**src/hw/arith_bit_pkg.sv**
```systemverilog
// Purpose: shared types and constants for the arithmetic and bit datapath
// Assumes: 4-bit nibbles, register pairs built from two nibbles
// Notes:   op codes are local to this datapath, not instruction encodings
package arith_bit_pkg;

   localparam int NIBBLE_W = 4;
   localparam int PAIR_W = 8;
   localparam int PAIR_COUNT = 4;
   localparam int PAIR_ADDR_W = 2;
   localparam int CNT_W = 4;

   // the extended accumulator pair lives at pair 0: accumulator low, extension high
   localparam logic [1:0] EA_PAIR = 2'h0;
   localparam logic [1:0] EN_LOW = 2'h1;
   localparam logic [1:0] EN_HIGH = 2'h2;
   localparam logic [1:0] EN_BOTH = 2'h3;
   localparam logic [1:0] EN_NONE = 2'h0;

   localparam logic [CNT_W-1:0] CYCLES_SHORT = 4'h1;
   localparam logic [CNT_W-1:0] CYCLES_LONG = 4'h2;
   localparam logic [CNT_W-1:0] SKIP_CYCLES_DEFAULT = 4'h1;

   localparam logic CARRY_RESET = 1'b0;
   localparam logic [PAIR_W-1:0] PAIR_RESET = 8'h00;
   localparam logic [NIBBLE_W-1:0] NIBBLE_ONE = 4'h1;
   localparam logic [PAIR_W-1:0] PAIR_ONE = 8'h01;

   typedef enum logic [4:0] {
      OP_ADC_A_MEM   = 5'h00, OP_ADC_EA_RR   = 5'h01, OP_ADC_RR_EA   = 5'h02,
      OP_ADS_A_IMM   = 5'h03, OP_ADS_EA_IMM  = 5'h04, OP_ADS_A_MEM   = 5'h05,
      OP_ADS_EA_RR   = 5'h06, OP_ADS_RR_EA   = 5'h07, OP_SBC_A_MEM   = 5'h08,
      OP_SBC_EA_RR   = 5'h09, OP_SBC_RR_EA   = 5'h0A, OP_SBS_A_MEM   = 5'h0B,
      OP_SBS_EA_RR   = 5'h0C, OP_SBS_RR_EA   = 5'h0D, OP_DECREMENT_SKIP_BORROW_R      = 5'h0E,
      OP_DECREMENT_SKIP_BORROW_RR     = 5'h0F, OP_INCREMENT_SKIP_CARRY_R      = 5'h10, OP_INCREMENT_SKIP_CARRY_MEM_DA = 5'h11,
      OP_INCREMENT_SKIP_CARRY_MEM_HL = 5'h12, OP_INCREMENT_SKIP_CARRY_RR     = 5'h13, OP_TEST_BIT_SKIP_SET_C      = 5'h14,
      OP_TEST_BIT_SKIP_SET_MEM    = 5'h15, OP_TEST_BIT_SKIP_ZERO_MEM    = 5'h16, OP_TEST_CLEAR_BIT_SKIP_MEM   = 5'h17,
      OP_BITS_MEM    = 5'h18, OP_CLEAR_MEMORY_BIT_MEM    = 5'h19, OP_BAND_C      = 5'h1A,
      OP_BOR_C       = 5'h1B, OP_CARRY_XOR_BIT_C      = 5'h1C, OP_LDB_MEM_C   = 5'h1D,
      OP_LDB_C_MEM   = 5'h1E, OP_NONE        = 5'h1F
   } op_type;

   typedef struct packed {
      op_type              op;
      logic [NIBBLE_W-1:0] imm_lo;
      logic [NIBBLE_W-1:0] imm_hi;
      logic [2:0]          reg_idx;
      logic [1:0]          pair_idx;
      logic [1:0]          bit_sel;
      logic                direct_form;
   } request_type;

   typedef struct packed {
      logic                wr;
      logic [NIBBLE_W-1:0] data;
   } mem_write_type;

endpackage

```
**src/hw/arith_bit_datapath.sv**
```systemverilog
// Purpose: arithmetic and bit-manipulation execution datapath of a 4-bit cpu
// Assumes: decode hands over one request at a time, memory nibble held stable
// Notes:   skip is signalled to fetch; the skipped instruction is never executed here
`timescale 1ns/10ps
module arith_bit_datapath
   import arith_bit_pkg::*;
#(
   parameter logic [CNT_W-1:0] SKIP_CYCLES = SKIP_CYCLES_DEFAULT
) (
   input  wire logic                clk_in,
   input  wire logic                sys_rst_in,
   input  wire logic                ce_in,
   input  wire logic                start_in,
   input  request_type              req_in,
   input  wire logic [NIBBLE_W-1:0] mem_rdata_in,
   output logic                     ready_out,
   output logic                     done_out,
   output logic                     skip_out,
   output logic                     carry_out,
   output logic      [PAIR_W-1:0]   ea_out,
   output mem_write_type            mem_write_out
);

   typedef enum logic [2:0] {
      ST_IDLE = 3'b001,
      ST_EXEC = 3'b010,
      ST_SKIP = 3'b100
   } state_type;

   state_type          state_reg;
   state_type          state_next;
   request_type        req_reg;
   logic [CNT_W-1:0]   cnt_reg;
   logic [CNT_W-1:0]   cnt_next;
   logic               carry_reg;
   logic               carry_next;
   mem_write_type      mem_write_reg;

   logic               take;
   logic               last_exec;
   request_type        req_view;
   logic [1:0]         rd1_addr;
   logic [PAIR_W-1:0]  ea_rd;
   logic [PAIR_W-1:0]  rr_rd;

   logic [NIBBLE_W-1:0] acc;
   logic [NIBBLE_W-1:0] reg_nib;
   logic                mem_bit;
   logic [CNT_W-1:0]    base_cycles;
   logic                skip_cond;
   logic                carry_wr;
   logic                carry_val;
   logic [1:0]          rf_en;
   logic [1:0]          rf_addr;
   logic [PAIR_W-1:0]   rf_data;
   logic                mem_wr;
   logic [NIBBLE_W-1:0] mem_data;
   logic [NIBBLE_W:0]   sum4;
   logic [PAIR_W:0]     sum8;

   // carry/borrow in bit NIBBLE_W or PAIR_W of the result
   function automatic logic [NIBBLE_W:0] add4(input logic [NIBBLE_W-1:0] a,
                                              input logic [NIBBLE_W-1:0] b,
                                              input logic cin);
      add4 = {1'b0, a} + {1'b0, b} + {4'h0, cin};
   endfunction

   function automatic logic [PAIR_W:0] add8(input logic [PAIR_W-1:0] a,
                                            input logic [PAIR_W-1:0] b,
                                            input logic cin);
      add8 = {1'b0, a} + {1'b0, b} + {8'h00, cin};
   endfunction

   // borrow is the inverted carry of a + ~b + ~bin
   function automatic logic [NIBBLE_W:0] sub4(input logic [NIBBLE_W-1:0] a,
                                              input logic [NIBBLE_W-1:0] b,
                                              input logic bin);
      logic [NIBBLE_W:0] s;
      s = add4(a, ~b, ~bin);
      sub4 = {~s[NIBBLE_W], s[NIBBLE_W-1:0]};
   endfunction

   function automatic logic [PAIR_W:0] sub8(input logic [PAIR_W-1:0] a,
                                            input logic [PAIR_W-1:0] b,
                                            input logic bin);
      logic [PAIR_W:0] s;
      s = add8(a, ~b, ~bin);
      sub8 = {~s[PAIR_W], s[PAIR_W-1:0]};
   endfunction

   function automatic logic [NIBBLE_W-1:0] put_bit(input logic [NIBBLE_W-1:0] n,
                                                   input logic [1:0] sel,
                                                   input logic v);
      logic [NIBBLE_W-1:0] r;
      r = n;
      r[sel] = v;
      put_bit = r;
   endfunction

   assign take = (state_reg == ST_IDLE) && start_in;
   assign req_view = (state_reg == ST_IDLE) ? req_in : req_reg;

   // nibble operands use the pair that holds the named register
   always_comb begin
      unique case (req_view.op)
         OP_DECREMENT_SKIP_BORROW_R, OP_INCREMENT_SKIP_CARRY_R: rd1_addr = req_view.reg_idx[2:1];
         default:              rd1_addr = req_view.pair_idx;
      endcase
   end

   pair_regfile #(
      .PAIRS (PAIR_COUNT),
      .AW    (PAIR_ADDR_W)
   ) u_regs (
      .clk_in       (clk_in),
      .sys_rst_in   (sys_rst_in),
      .ce_in        (ce_in),
      .rd0_addr_in  (EA_PAIR),
      .rd0_data_out (ea_rd),
      .rd1_addr_in  (rd1_addr),
      .rd1_data_out (rr_rd),
      .wr_en_in     (rf_en),
      .wr_addr_in   (rf_addr),
      .wr_data_in   (rf_data)
   );

   assign acc     = ea_rd[3:0];
   assign reg_nib = req_reg.reg_idx[0] ? rr_rd[7:4] : rr_rd[3:0];
   assign mem_bit = mem_rdata_in[req_reg.bit_sel];

   always_comb begin
      base_cycles = CYCLES_SHORT;
      skip_cond   = 1'b0;
      carry_wr    = 1'b0;
      carry_val   = carry_reg;
      rf_en       = EN_NONE;
      rf_addr     = EA_PAIR;
      rf_data     = PAIR_RESET;
      mem_wr      = 1'b0;
      mem_data    = mem_rdata_in;
      sum4        = '0;
      sum8        = '0;
      unique case (req_reg.op)
         OP_ADC_A_MEM, OP_ADS_A_MEM, OP_ADS_A_IMM, OP_SBC_A_MEM, OP_SBS_A_MEM: begin
            if (req_reg.op == OP_ADC_A_MEM) begin
               sum4 = add4(acc, mem_rdata_in, carry_reg);
            end else if (req_reg.op == OP_ADS_A_MEM) begin
               sum4 = add4(acc, mem_rdata_in, 1'b0);
            end else if (req_reg.op == OP_ADS_A_IMM) begin
               sum4 = add4(acc, req_reg.imm_lo, 1'b0);
            end else if (req_reg.op == OP_SBC_A_MEM) begin
               sum4 = sub4(acc, mem_rdata_in, carry_reg);
            end else begin
               sum4 = sub4(acc, mem_rdata_in, 1'b0);
            end
            rf_en   = EN_LOW;
            rf_data = {4'h0, sum4[NIBBLE_W-1:0]};
            if (req_reg.op == OP_ADC_A_MEM || req_reg.op == OP_SBC_A_MEM) begin
               carry_wr  = 1'b1;
               carry_val = sum4[NIBBLE_W];
            end else begin
               skip_cond = sum4[NIBBLE_W];
            end
         end
         OP_ADC_EA_RR, OP_ADC_RR_EA, OP_SBC_EA_RR, OP_SBC_RR_EA: begin
            base_cycles = CYCLES_LONG;
            if (req_reg.op == OP_ADC_EA_RR || req_reg.op == OP_ADC_RR_EA) begin
               sum8 = add8(ea_rd, rr_rd, carry_reg);
            end else if (req_reg.op == OP_SBC_EA_RR) begin
               sum8 = sub8(ea_rd, rr_rd, carry_reg);
            end else begin
               sum8 = sub8(rr_rd, ea_rd, carry_reg);
            end
            rf_en     = EN_BOTH;
            rf_addr   = (req_reg.op == OP_ADC_RR_EA || req_reg.op == OP_SBC_RR_EA)
                        ? req_reg.pair_idx : EA_PAIR;
            rf_data   = sum8[PAIR_W-1:0];
            carry_wr  = 1'b1;
            carry_val = sum8[PAIR_W];
         end
         OP_ADS_EA_IMM, OP_ADS_EA_RR, OP_ADS_RR_EA, OP_SBS_EA_RR, OP_SBS_RR_EA: begin
            base_cycles = CYCLES_LONG;
            if (req_reg.op == OP_ADS_EA_IMM) begin
               sum8 = add8(ea_rd, {req_reg.imm_hi, req_reg.imm_lo}, 1'b0);
            end else if (req_reg.op == OP_ADS_EA_RR || req_reg.op == OP_ADS_RR_EA) begin
               sum8 = add8(ea_rd, rr_rd, 1'b0);
            end else if (req_reg.op == OP_SBS_EA_RR) begin
               sum8 = sub8(ea_rd, rr_rd, 1'b0);
            end else begin
               sum8 = sub8(rr_rd, ea_rd, 1'b0);
            end
            rf_en     = EN_BOTH;
            rf_addr   = (req_reg.op == OP_ADS_RR_EA || req_reg.op == OP_SBS_RR_EA)
                        ? req_reg.pair_idx : EA_PAIR;
            rf_data   = sum8[PAIR_W-1:0];
            skip_cond = sum8[PAIR_W];
         end
         OP_DECREMENT_SKIP_BORROW_R, OP_INCREMENT_SKIP_CARRY_R: begin
            if (req_reg.op == OP_DECREMENT_SKIP_BORROW_R) begin
               sum4 = sub4(reg_nib, NIBBLE_ONE, 1'b0);
            end else begin
               sum4 = add4(reg_nib, NIBBLE_ONE, 1'b0);
            end
            rf_en     = req_reg.reg_idx[0] ? EN_HIGH : EN_LOW;
            rf_addr   = req_reg.reg_idx[2:1];
            rf_data   = {sum4[NIBBLE_W-1:0], sum4[NIBBLE_W-1:0]};
            skip_cond = sum4[NIBBLE_W];
         end
         OP_DECREMENT_SKIP_BORROW_RR, OP_INCREMENT_SKIP_CARRY_RR: begin
            if (req_reg.op == OP_DECREMENT_SKIP_BORROW_RR) begin
               base_cycles = CYCLES_LONG;
               sum8 = sub8(rr_rd, PAIR_ONE, 1'b0);
            end else begin
               sum8 = add8(rr_rd, PAIR_ONE, 1'b0);
            end
            rf_en     = EN_BOTH;
            rf_addr   = req_reg.pair_idx;
            rf_data   = sum8[PAIR_W-1:0];
            skip_cond = sum8[PAIR_W];
         end
         OP_INCREMENT_SKIP_CARRY_MEM_DA, OP_INCREMENT_SKIP_CARRY_MEM_HL: begin
            base_cycles = CYCLES_LONG;
            sum4        = add4(mem_rdata_in, NIBBLE_ONE, 1'b0);
            mem_wr      = 1'b1;
            mem_data    = sum4[NIBBLE_W-1:0];
            skip_cond   = sum4[NIBBLE_W];
         end
         OP_TEST_BIT_SKIP_SET_C: begin
            skip_cond = carry_reg;
         end
         default: begin
            // bit group: direct addressing takes the long form
            base_cycles = req_reg.direct_form ? CYCLES_LONG : CYCLES_SHORT;
            unique case (req_reg.op)
               OP_TEST_BIT_SKIP_SET_MEM: skip_cond = mem_bit;
               OP_TEST_BIT_SKIP_ZERO_MEM: skip_cond = ~mem_bit;
               OP_TEST_CLEAR_BIT_SKIP_MEM: begin
                  skip_cond = mem_bit;
                  mem_wr    = mem_bit;
                  mem_data  = put_bit(mem_rdata_in, req_reg.bit_sel, 1'b0);
               end
               OP_BITS_MEM: begin
                  mem_wr   = 1'b1;
                  mem_data = put_bit(mem_rdata_in, req_reg.bit_sel, 1'b1);
               end
               OP_CLEAR_MEMORY_BIT_MEM: begin
                  mem_wr   = 1'b1;
                  mem_data = put_bit(mem_rdata_in, req_reg.bit_sel, 1'b0);
               end
               OP_BAND_C: begin
                  carry_wr  = 1'b1;
                  carry_val = carry_reg & mem_bit;
               end
               OP_BOR_C: begin
                  carry_wr  = 1'b1;
                  carry_val = carry_reg | mem_bit;
               end
               OP_CARRY_XOR_BIT_C: begin
                  carry_wr  = 1'b1;
                  carry_val = carry_reg ^ mem_bit;
               end
               OP_LDB_MEM_C: begin
                  mem_wr   = 1'b1;
                  mem_data = put_bit(mem_rdata_in, req_reg.bit_sel, carry_reg);
               end
               OP_LDB_C_MEM: begin
                  carry_wr  = 1'b1;
                  carry_val = mem_bit;
               end
               default: begin
                  // unknown codes act as a one-cycle no-op
                  base_cycles = CYCLES_SHORT;
               end
            endcase
         end
      endcase
      // results only commit on the final execute cycle
      if (!(state_reg == ST_EXEC && cnt_reg == base_cycles)) begin
         rf_en    = EN_NONE;
         mem_wr   = 1'b0;
         carry_wr = 1'b0;
      end
   end

   assign last_exec = (state_reg == ST_EXEC) && (cnt_reg == base_cycles);

   always_comb begin
      state_next = state_reg;
      cnt_next   = cnt_reg;
      unique case (state_reg)
         ST_IDLE: begin
            if (start_in) begin
               state_next = ST_EXEC;
               cnt_next   = CYCLES_SHORT;
            end
         end
         ST_EXEC: begin
            if (cnt_reg == base_cycles) begin
               if (skip_cond) begin
                  state_next = ST_SKIP;
                  cnt_next   = CYCLES_SHORT;
               end else begin
                  state_next = ST_IDLE;
               end
            end else begin
               cnt_next = cnt_reg + CYCLES_SHORT;
            end
         end
         ST_SKIP: begin
            if (cnt_reg == SKIP_CYCLES) begin
               state_next = ST_IDLE;
            end else begin
               cnt_next = cnt_reg + CYCLES_SHORT;
            end
         end
         default: begin
            state_next = ST_IDLE;
         end
      endcase
   end

   always_ff @(posedge clk_in or posedge sys_rst_in) begin
      if (sys_rst_in) begin
         state_reg <= ST_IDLE;
         cnt_reg   <= CYCLES_SHORT;
      end else if (ce_in) begin
         state_reg <= state_next;
         cnt_reg   <= cnt_next;
      end
   end

   always_ff @(posedge clk_in or posedge sys_rst_in) begin
      if (sys_rst_in) begin
         req_reg <= '{op: OP_NONE, default: '0};
      end else if (ce_in && take) begin
         req_reg <= req_in;
      end
   end

   assign carry_next = carry_wr ? carry_val : carry_reg;

   always_ff @(posedge clk_in or posedge sys_rst_in) begin
      if (sys_rst_in) begin
         carry_reg <= CARRY_RESET;
      end else if (ce_in) begin
         carry_reg <= carry_next;
      end
   end

   // memory write leaves through a flop, so it shows one cycle after commit
   always_ff @(posedge clk_in or posedge sys_rst_in) begin
      if (sys_rst_in) begin
         mem_write_reg <= '0;
      end else if (ce_in) begin
         mem_write_reg.wr   <= mem_wr;
         mem_write_reg.data <= mem_data;
      end
   end

   assign ready_out     = (state_reg == ST_IDLE);
   assign done_out      = (last_exec && !skip_cond) ||
                          (state_reg == ST_SKIP && cnt_reg == SKIP_CYCLES);
   assign skip_out      = (state_reg == ST_SKIP);
   assign carry_out     = carry_reg;
   assign ea_out        = ea_rd;
   assign mem_write_out = mem_write_reg;

endmodule // arith_bit_datapath

```
**src/hw/pair_regfile.sv**
```systemverilog
// Purpose: register pairs of the datapath with registered read ports
// Assumes: one write port with nibble enables, two pair-wide read ports
// Notes:   read data lag their address by one clock
`timescale 1ns/10ps
module pair_regfile
   import arith_bit_pkg::*;
#(
   parameter int PAIRS = PAIR_COUNT,
   parameter int AW    = PAIR_ADDR_W
) (
   input  wire logic              clk_in,
   input  wire logic              sys_rst_in,
   input  wire logic              ce_in,
   input  wire logic [AW-1:0]     rd0_addr_in,
   output logic      [PAIR_W-1:0] rd0_data_out,
   input  wire logic [AW-1:0]     rd1_addr_in,
   output logic      [PAIR_W-1:0] rd1_data_out,
   input  wire logic [1:0]        wr_en_in,
   input  wire logic [AW-1:0]     wr_addr_in,
   input  wire logic [PAIR_W-1:0] wr_data_in
);

   logic [PAIR_W-1:0] store_reg [PAIRS];

   always_ff @(posedge clk_in or posedge sys_rst_in) begin
      if (sys_rst_in) begin
         for (int i = 0; i < PAIRS; i++) begin
            store_reg[i] <= PAIR_RESET;
         end
      end else if (ce_in) begin
         if (wr_en_in[0]) begin
            store_reg[wr_addr_in][3:0] <= wr_data_in[3:0];
         end
         if (wr_en_in[1]) begin
            store_reg[wr_addr_in][7:4] <= wr_data_in[7:4];
         end
      end
   end

   always_ff @(posedge clk_in or posedge sys_rst_in) begin
      if (sys_rst_in) begin
         rd0_data_out <= PAIR_RESET;
         rd1_data_out <= PAIR_RESET;
      end else if (ce_in) begin
         rd0_data_out <= store_reg[rd0_addr_in];
         rd1_data_out <= store_reg[rd1_addr_in];
      end
   end

endmodule // pair_regfile
```
**config.mk**
```make
export PLATFORM = sky130hd
export DESIGN_NAME = arith_bit_datapath
export DESIGN_NICKNAME = d
export VERILOG_FILES = /design/src/hw/arith_bit_pkg.sv /design/src/hw/arith_bit_datapath.sv /design/src/hw/pair_regfile.sv
export SDC_FILE = /design/constraint.sdc
export NUM_CORES = 1
export LEC_CHECK = 0
export BUFFER_PORTS_ARGS = -buffer_cell sky130_fd_sc_hd__buf_4
export CORE_ASPECT_RATIO = 1.25
export CORE_MARGIN = 5
export CORE_UTILIZATION = 51
export DETAILED_ROUTE_END_ITERATION = 6
export PLACE_DENSITY = 0.68
export SLEW_MARGIN = 0
export SYNTH_ARGS = -nofsm -noshare
export SYNTH_HDL_FRONTEND = slang
export SYNTH_SLANG_ARGS = --single-unit
```
**constraint.sdc**
```tcl
create_clock -name clk_in -period 6.6 [get_ports clk_in]
set_input_delay 1.65 -clock clk_in [delete_from_list [all_inputs] [get_ports clk_in]]
set_output_delay 1.65 -clock clk_in [all_outputs]
set_load 0.01 [all_outputs]
```
Word level (Yosys, flattened, before mapping)
Index checks and enable logic that the tools add are counted.
{"block": "op_classes", "add_sub_neg": 23, "n_mul": 0, "div_mod_pow": 0, "n_lt_le_gt_ge": 5, "n_eq_ne": 43, "n_shift": 0, "muxes": 67, "n_bitwise": 22, "reduce_logical": 37}
{"op": "$mux W32", "n": 3}
{"op": "$eq A5 B5 Y1 const B", "n": 16}
{"op": "$bwmux W32", "n": 2}
{"op": "$mux W9", "n": 6}
{"op": "$eq A5 B4 Y1 const B", "n": 9}
{"op": "$pmux W8 S5", "n": 1}
{"op": "$add A8 B8 Y9", "n": 4}
{"op": "$demux W8 S2", "n": 2}
{"op": "$add A9 B1 Y9", "n": 3}
{"op": "$add A9 B1 Y9 const B", "n": 3}
{"op": "$mux W5", "n": 5}
{"op": "$mux W4", "n": 6}
{"op": "$mux W8", "n": 3}
{"op": "$pmux W4 S3", "n": 2}
{"op": "$reduce_or A11 Y1", "n": 2}
{"op": "$mux W21", "n": 1}
{"op": "$eq A5 B3 Y1 const B", "n": 4}
{"op": "$reduce_or A19 Y1", "n": 1}
{"op": "$bmux W8 S2", "n": 1}
{"op": "$mux W2", "n": 8}
{"op": "$not A8 Y8", "n": 2}
{"op": "$add A4 B4 Y5", "n": 3}
{"op": "$mux W3", "n": 4}
{"op": "$pmux W2 S3", "n": 2}
{"op": "other kinds (55)", "n": 104}
{"block": "word_totals", "regBits": 82, "latchBits": 0, "ram_bits": 0, "rom_bits": 0, "in_bits": 29, "mem_count": 0}

Depth between registers and ports, before layout
{"block": "depth", "word_depth": 14, "depth_mapped": 14, "ltp_nobuf": 14}

Modules after synthesis
From an unflattened synthesis, not the netlist that was laid out.
{"block": "hier_totals", "hier_cells": 985, "area_unflattened_um2": 8460.6}
{"module": "arith_bit_datapath", "instances": 1, "cells_per_inst": 819, "area_per_inst_um2": 6182.2}
{"module": "pair_regfile", "instances": 1, "cells_per_inst": 166, "area_per_inst_um2": 2278.4}

Worst setup path after synthesis
No wires, ideal clock.
{"block": "synth_timing", "path_type": "input to output", "startpoint": "in mem_rdata_in[0]", "endpoint": "out done_out", "arrival_ns": 3.672, "required_time_ns": 4.950, "slack_ns": 1.278, "cell_stages": 12, "n_path_buf": 0, "cell_sequence": "inv_1 ha_1 inv_1 fa_1 xnor2_1 nand4_1 a211oi_1 xnor2_1 o211ai_1 inv_1 a21oi_1 o21ai_1"}
{"block": "synth_between", "elab_chain_len": 13}
{"item": "start: declaration", "line_no": "arith_bit_datapath.sv:15", "text": "input wire logic [NIBBLE_W-1:0] mem_rdata_in,"}
{"item": "$not A4 Y4", "line_no": "arith_bit_datapath.sv:79", "text": "s = add4(a, ~b, ~bin);"}
{"item": "$add A4 B4 Y5", "line_no": "arith_bit_datapath.sv:65", "text": "add4 = {1'b0, a} + {1'b0, b} + {4'h0, cin};"}
{"item": "$add A5 B1 Y5", "line_no": "arith_bit_datapath.sv:65"}
{"item": "$not A1 Y1", "line_no": "arith_bit_datapath.sv:80", "text": "sub4 = {~s[NIBBLE_W], s[NIBBLE_W-1:0]};"}
{"item": "$mux W5", "line_no": "arith_bit_datapath.sv:151", "text": "end else if (req_reg.op == OP_SBC_A_MEM) begin"}
{"item": "$mux W5", "line_no": "arith_bit_datapath.sv:149", "text": "end else if (req_reg.op == OP_ADS_A_IMM) begin"}
{"item": "$mux W5", "line_no": "arith_bit_datapath.sv:147", "text": "end else if (req_reg.op == OP_ADS_A_MEM) begin"}
{"item": "$mux W5", "line_no": "arith_bit_datapath.sv:145", "text": "if (req_reg.op == OP_ADC_A_MEM) begin"}
{"item": "$mux W1", "line_no": "arith_bit_datapath.sv:158", "text": "if (req_reg.op == OP_ADC_A_MEM || req_reg.op == OP_SBC_A_MEM) begin"}
{"item": "$pmux W1 S7 *", "line_no": "arith_bit_datapath.sv:143", "text": "unique case (req_reg.op)"}
{"item": "$logic_not A1 Y1 *", "line_no": "arith_bit_datapath.sv:361", "text": "assign done_out = (last_exec && !skip_cond) ||"}
{"item": "$logic_and A1 B1 Y1 *", "line_no": "arith_bit_datapath.sv:361"}
{"item": "$logic_or A1 B1 Y1 *", "line_no": "arith_bit_datapath.sv:361"}
{"item": "end: declaration", "line_no": "arith_bit_datapath.sv:17", "text": "output logic done_out,"}
Every way passes the cells marked *; elsewhere a longest branch is shown, timed or not. The select of a mux whose other input is x is not followed.

Final worst setup path
{"block": "layout_timing", "startpoint": "reg u_regs.rd0_data_out[1]", "endpoint": "out done_out"}
{"block": "layout_between", "elab_chain_len": 12}
{"item": "start: declaration", "line_no": "pair_regfile.sv:15", "text": "output logic [PAIR_W-1:0] rd0_data_out,"}
{"item": "start signal: assignment", "line_no": "pair_regfile.sv:45", "text": "rd0_data_out <= store_reg[rd0_addr_in];"}
{"item": "parallel branches: the longest is 8 deep, another holds $add A8 B8 Y9"}
{"item": "$pmux W1 S7 *", "line_no": "arith_bit_datapath.sv:143"}
{"item": "$logic_not A1 Y1 *", "line_no": "arith_bit_datapath.sv:361"}
{"item": "$logic_and A1 B1 Y1 *", "line_no": "arith_bit_datapath.sv:361"}
{"item": "$logic_or A1 B1 Y1 *", "line_no": "arith_bit_datapath.sv:361"}
Mark *: on every way between the ends.

==> qor.txt <==
Worst relative slew slack = 31.4%
DR vias/cell = 6.36
Synthesized area per cell = 8.51 sq um
Mapped Area = 0.00826 sq mm
Core area = 0.0161 sq mm
WP data arrival = 4.61 ns
Final Cycle Share = 94.9%
Num ports = 46
Root Driver = clkbuf_16
Ys flop type = dfrtp_1
Asr flop ratio synth = 100%
Post-CTS setup buffers = 0
GRT overflow = 0
Category of the critical setup timing path = reg -> out
DIE WIDTH = 124 um
Row count = 52
Drt pass-1 iters = 5
Flops & latches, synth = 82
H-Tree Depth = 3
Final hold vios = 0
Max Clock Skew = 0.0154 ns
Post-Synth Simple-Gate Area = 19.3%
CP max FO = 10
Final setup fails = 0
Synth top area share = 22.7%
GRT Overall Usage = 27.5%
Final min period = 6.26 ns
Vias in the first global route = 7454
Routed WL = 25.7 mm
Post-DRT Antenna Nets = 0
Post-synthesis mux area share = 12.0%
CP Launch Type = register
Die Y = 152 um
Effective utilization at floorplan = 51.4%
Fmax = 160 MHz
Synth area leaders = dfrtp_1 (23%), ha_1 (9.2%), mux2_2 (5.3%), a21oi_1 (3.6%), nor2_1 (3.5%)
# diodes = 0
DIE AREA = 0.0189 sq mm
Cts bufs inserted = 9
Largest register FFs = 32
RSZ-0062 raised after global routing = false
Seq/Total Area, Yosys = 24.9%
Synthesized netlist cell count = 971
PortBufs = 45
Largest family of logic cells by synthesized area = compound AO/OA/AOI/OAI gates
Cts hold-fix bufs = 0
Yosys cell types = 87
CTS tree = done
Synth Area in Compound Gates = 22.3%
Synthesized-area fraction occupied by adder cells = 10.7%
Post-synth EDFFs = 0
Resized cells post-CTS = 0
Largest net degree at the start of global routing = 83
DPL Wire Length = 19.9 mm
Reg2Reg Launch Point = req_reg[18]
Most common cell in the netlist = nor2_1
R2r setup slk = 2.25 ns
Post-synthesis net count = 1067
HP Class = reg -> reg
Routability cong. = 0.994
Fin nets = 1079
CP Launch Point = u_regs.rd0_data_out[1]
CTS clk-pin slew, worst paths = 0.07 ns
# Max-Cap Violations = 0
Critical Path End Type = output port
Via count = 7657
Residual DRC = 0
Maximum clock path buffer count = 2
Share of cells above drive strength 1 = 15.1%
Data required time at the worst endpoint = 4.95 ns
Largest area contributor in the netlist = dfrtp_1
Slew Viols, Final = 0
Routed WL per cell = 21.4 um
YS warnings = 0
Worst-case reg-to-reg path depth = 9
Clock sinks = 82
Antenna violations before repair = 0
Actual slew at the worst max-slew pin = 1.03 ns
Xor-xnor portion of the synthesized cell area = 5.47%
Top cells by count, synth = nor2_1 (77), dfrtp_1 (75), ha_1 (61)
Initial DRC count = 674
First-pass GRT wire length = 40.9 mm
CP Capture Point = done_out
Worst-Skew Late Latency = 0.35 ns
Area Growth Syn to Fin = 9.02%
Outcome = completed
Total negative slack = 0 ns
Reg2reg end = u_regs.store_reg[13]
-- final cells by class --
cell class,count,area (sq um)
Tap cell,216,270
Inverter,57,215
Timing Repair Buffer,51,383
Clock buffer,9,225
Clock inverter,7,93.8
Multi-Input combinational cell,782,5760
Sequential cell,82,2060
Fill cell,1530,7060
-- kinds of logic after synthesis --
group / Yosys count
AOI/OAI and AO/OA: 274
buffers and inverters: 107
adders and majority gates: 67
muxes: 81
and+or+nand+nor: 311
xor gates and xnor gates: 49
DFF: 82
-- how the worst min path moves through the flow --
| stage | from | endpoint | slack, ns | cells past startpoint |
|---|---|---|---|---|
| 2_1_floorplan | u_regs.store_reg[10] | u_regs.store_reg[10] | 0.46 | 1 |
| 3_3_place_gp | u_regs.store_reg[19] | u_regs.store_reg[19] | 0.47 | 1 |
| 3_5_place_dp | u_regs.store_reg[5] | u_regs.store_reg[5] | 0.48 | 1 |
| 4_1_cts | u_regs.store_reg[17] | u_regs.store_reg[17] | 0.50 | 1 |
| 5_1_grt | u_regs.store_reg[1] | u_regs.store_reg[1] | 0.52 | 1 |
| 6_report | u_regs.store_reg[5] | u_regs.store_reg[5] | 0.49 | 1 |
-- worst max-delay path, stage by stage (launching register included) --
cell and delay, ns:
dfrtp_1 0.61, inv_1 0.31, ha_1 0.41, a211oi_1 0.53, o21bai_2 0.19, xor2_2 0.33
nand3_2 0.21, or4_1 0.54, a21oi_1 0.35, o41ai_1 0.12, a21oi_1 0.39, o21ai_1 0.12
buf_4 0.16
-- per-layer routing --
layer	track usage [%]	part of all wire [%]
met5	0	0
met4	10.9	3.9
met3	3.68	5.7
met2	43.8	47
met1	37.5	43
-- placed cells by master (no fill, tap or decap), types with 11 or more instances in the layout --
cell       n
nor2_1    77
dfrtp_1   75
ha_1      61
a21oi_1   60
nand2_1   59
o21ai_0   56
inv_1     55
buf_4     51
mux2_2    39
xnor2_1   31
nand3_1   30
nor3_1    30
mux2i_1   17
a31oi_1   17
mux2_1    16
nand2b_1  15
xor2_1    15
or3_1     14
a211oi_1  12
and2_1    12
o211ai_1  12
o21ai_1   11
a21o_1    11
and3_1    11
nand4_1   11
-- per-stage QoR --
step           hold WS [ns]  util [%]  std cells  area (sq um)  setup slack (ns)
6_report              0.493      56.1       1204          9010             0.339
5_1_grt               0.517      56.1       1204          9010            0.0688
4_1_cts               0.495      56.1       1204          9010             0.381
3_5_place_dp          0.479      54.1       1188          8690             0.631
3_3_place_gp          0.472      54.1       1188          8690             0.710
2_1_floorplan         0.459         -        971          8260              1.28
Power is left out: the tool's default activity adds up to more than one toggle a clock period on the data nets, which glitch-free logic cannot reach.
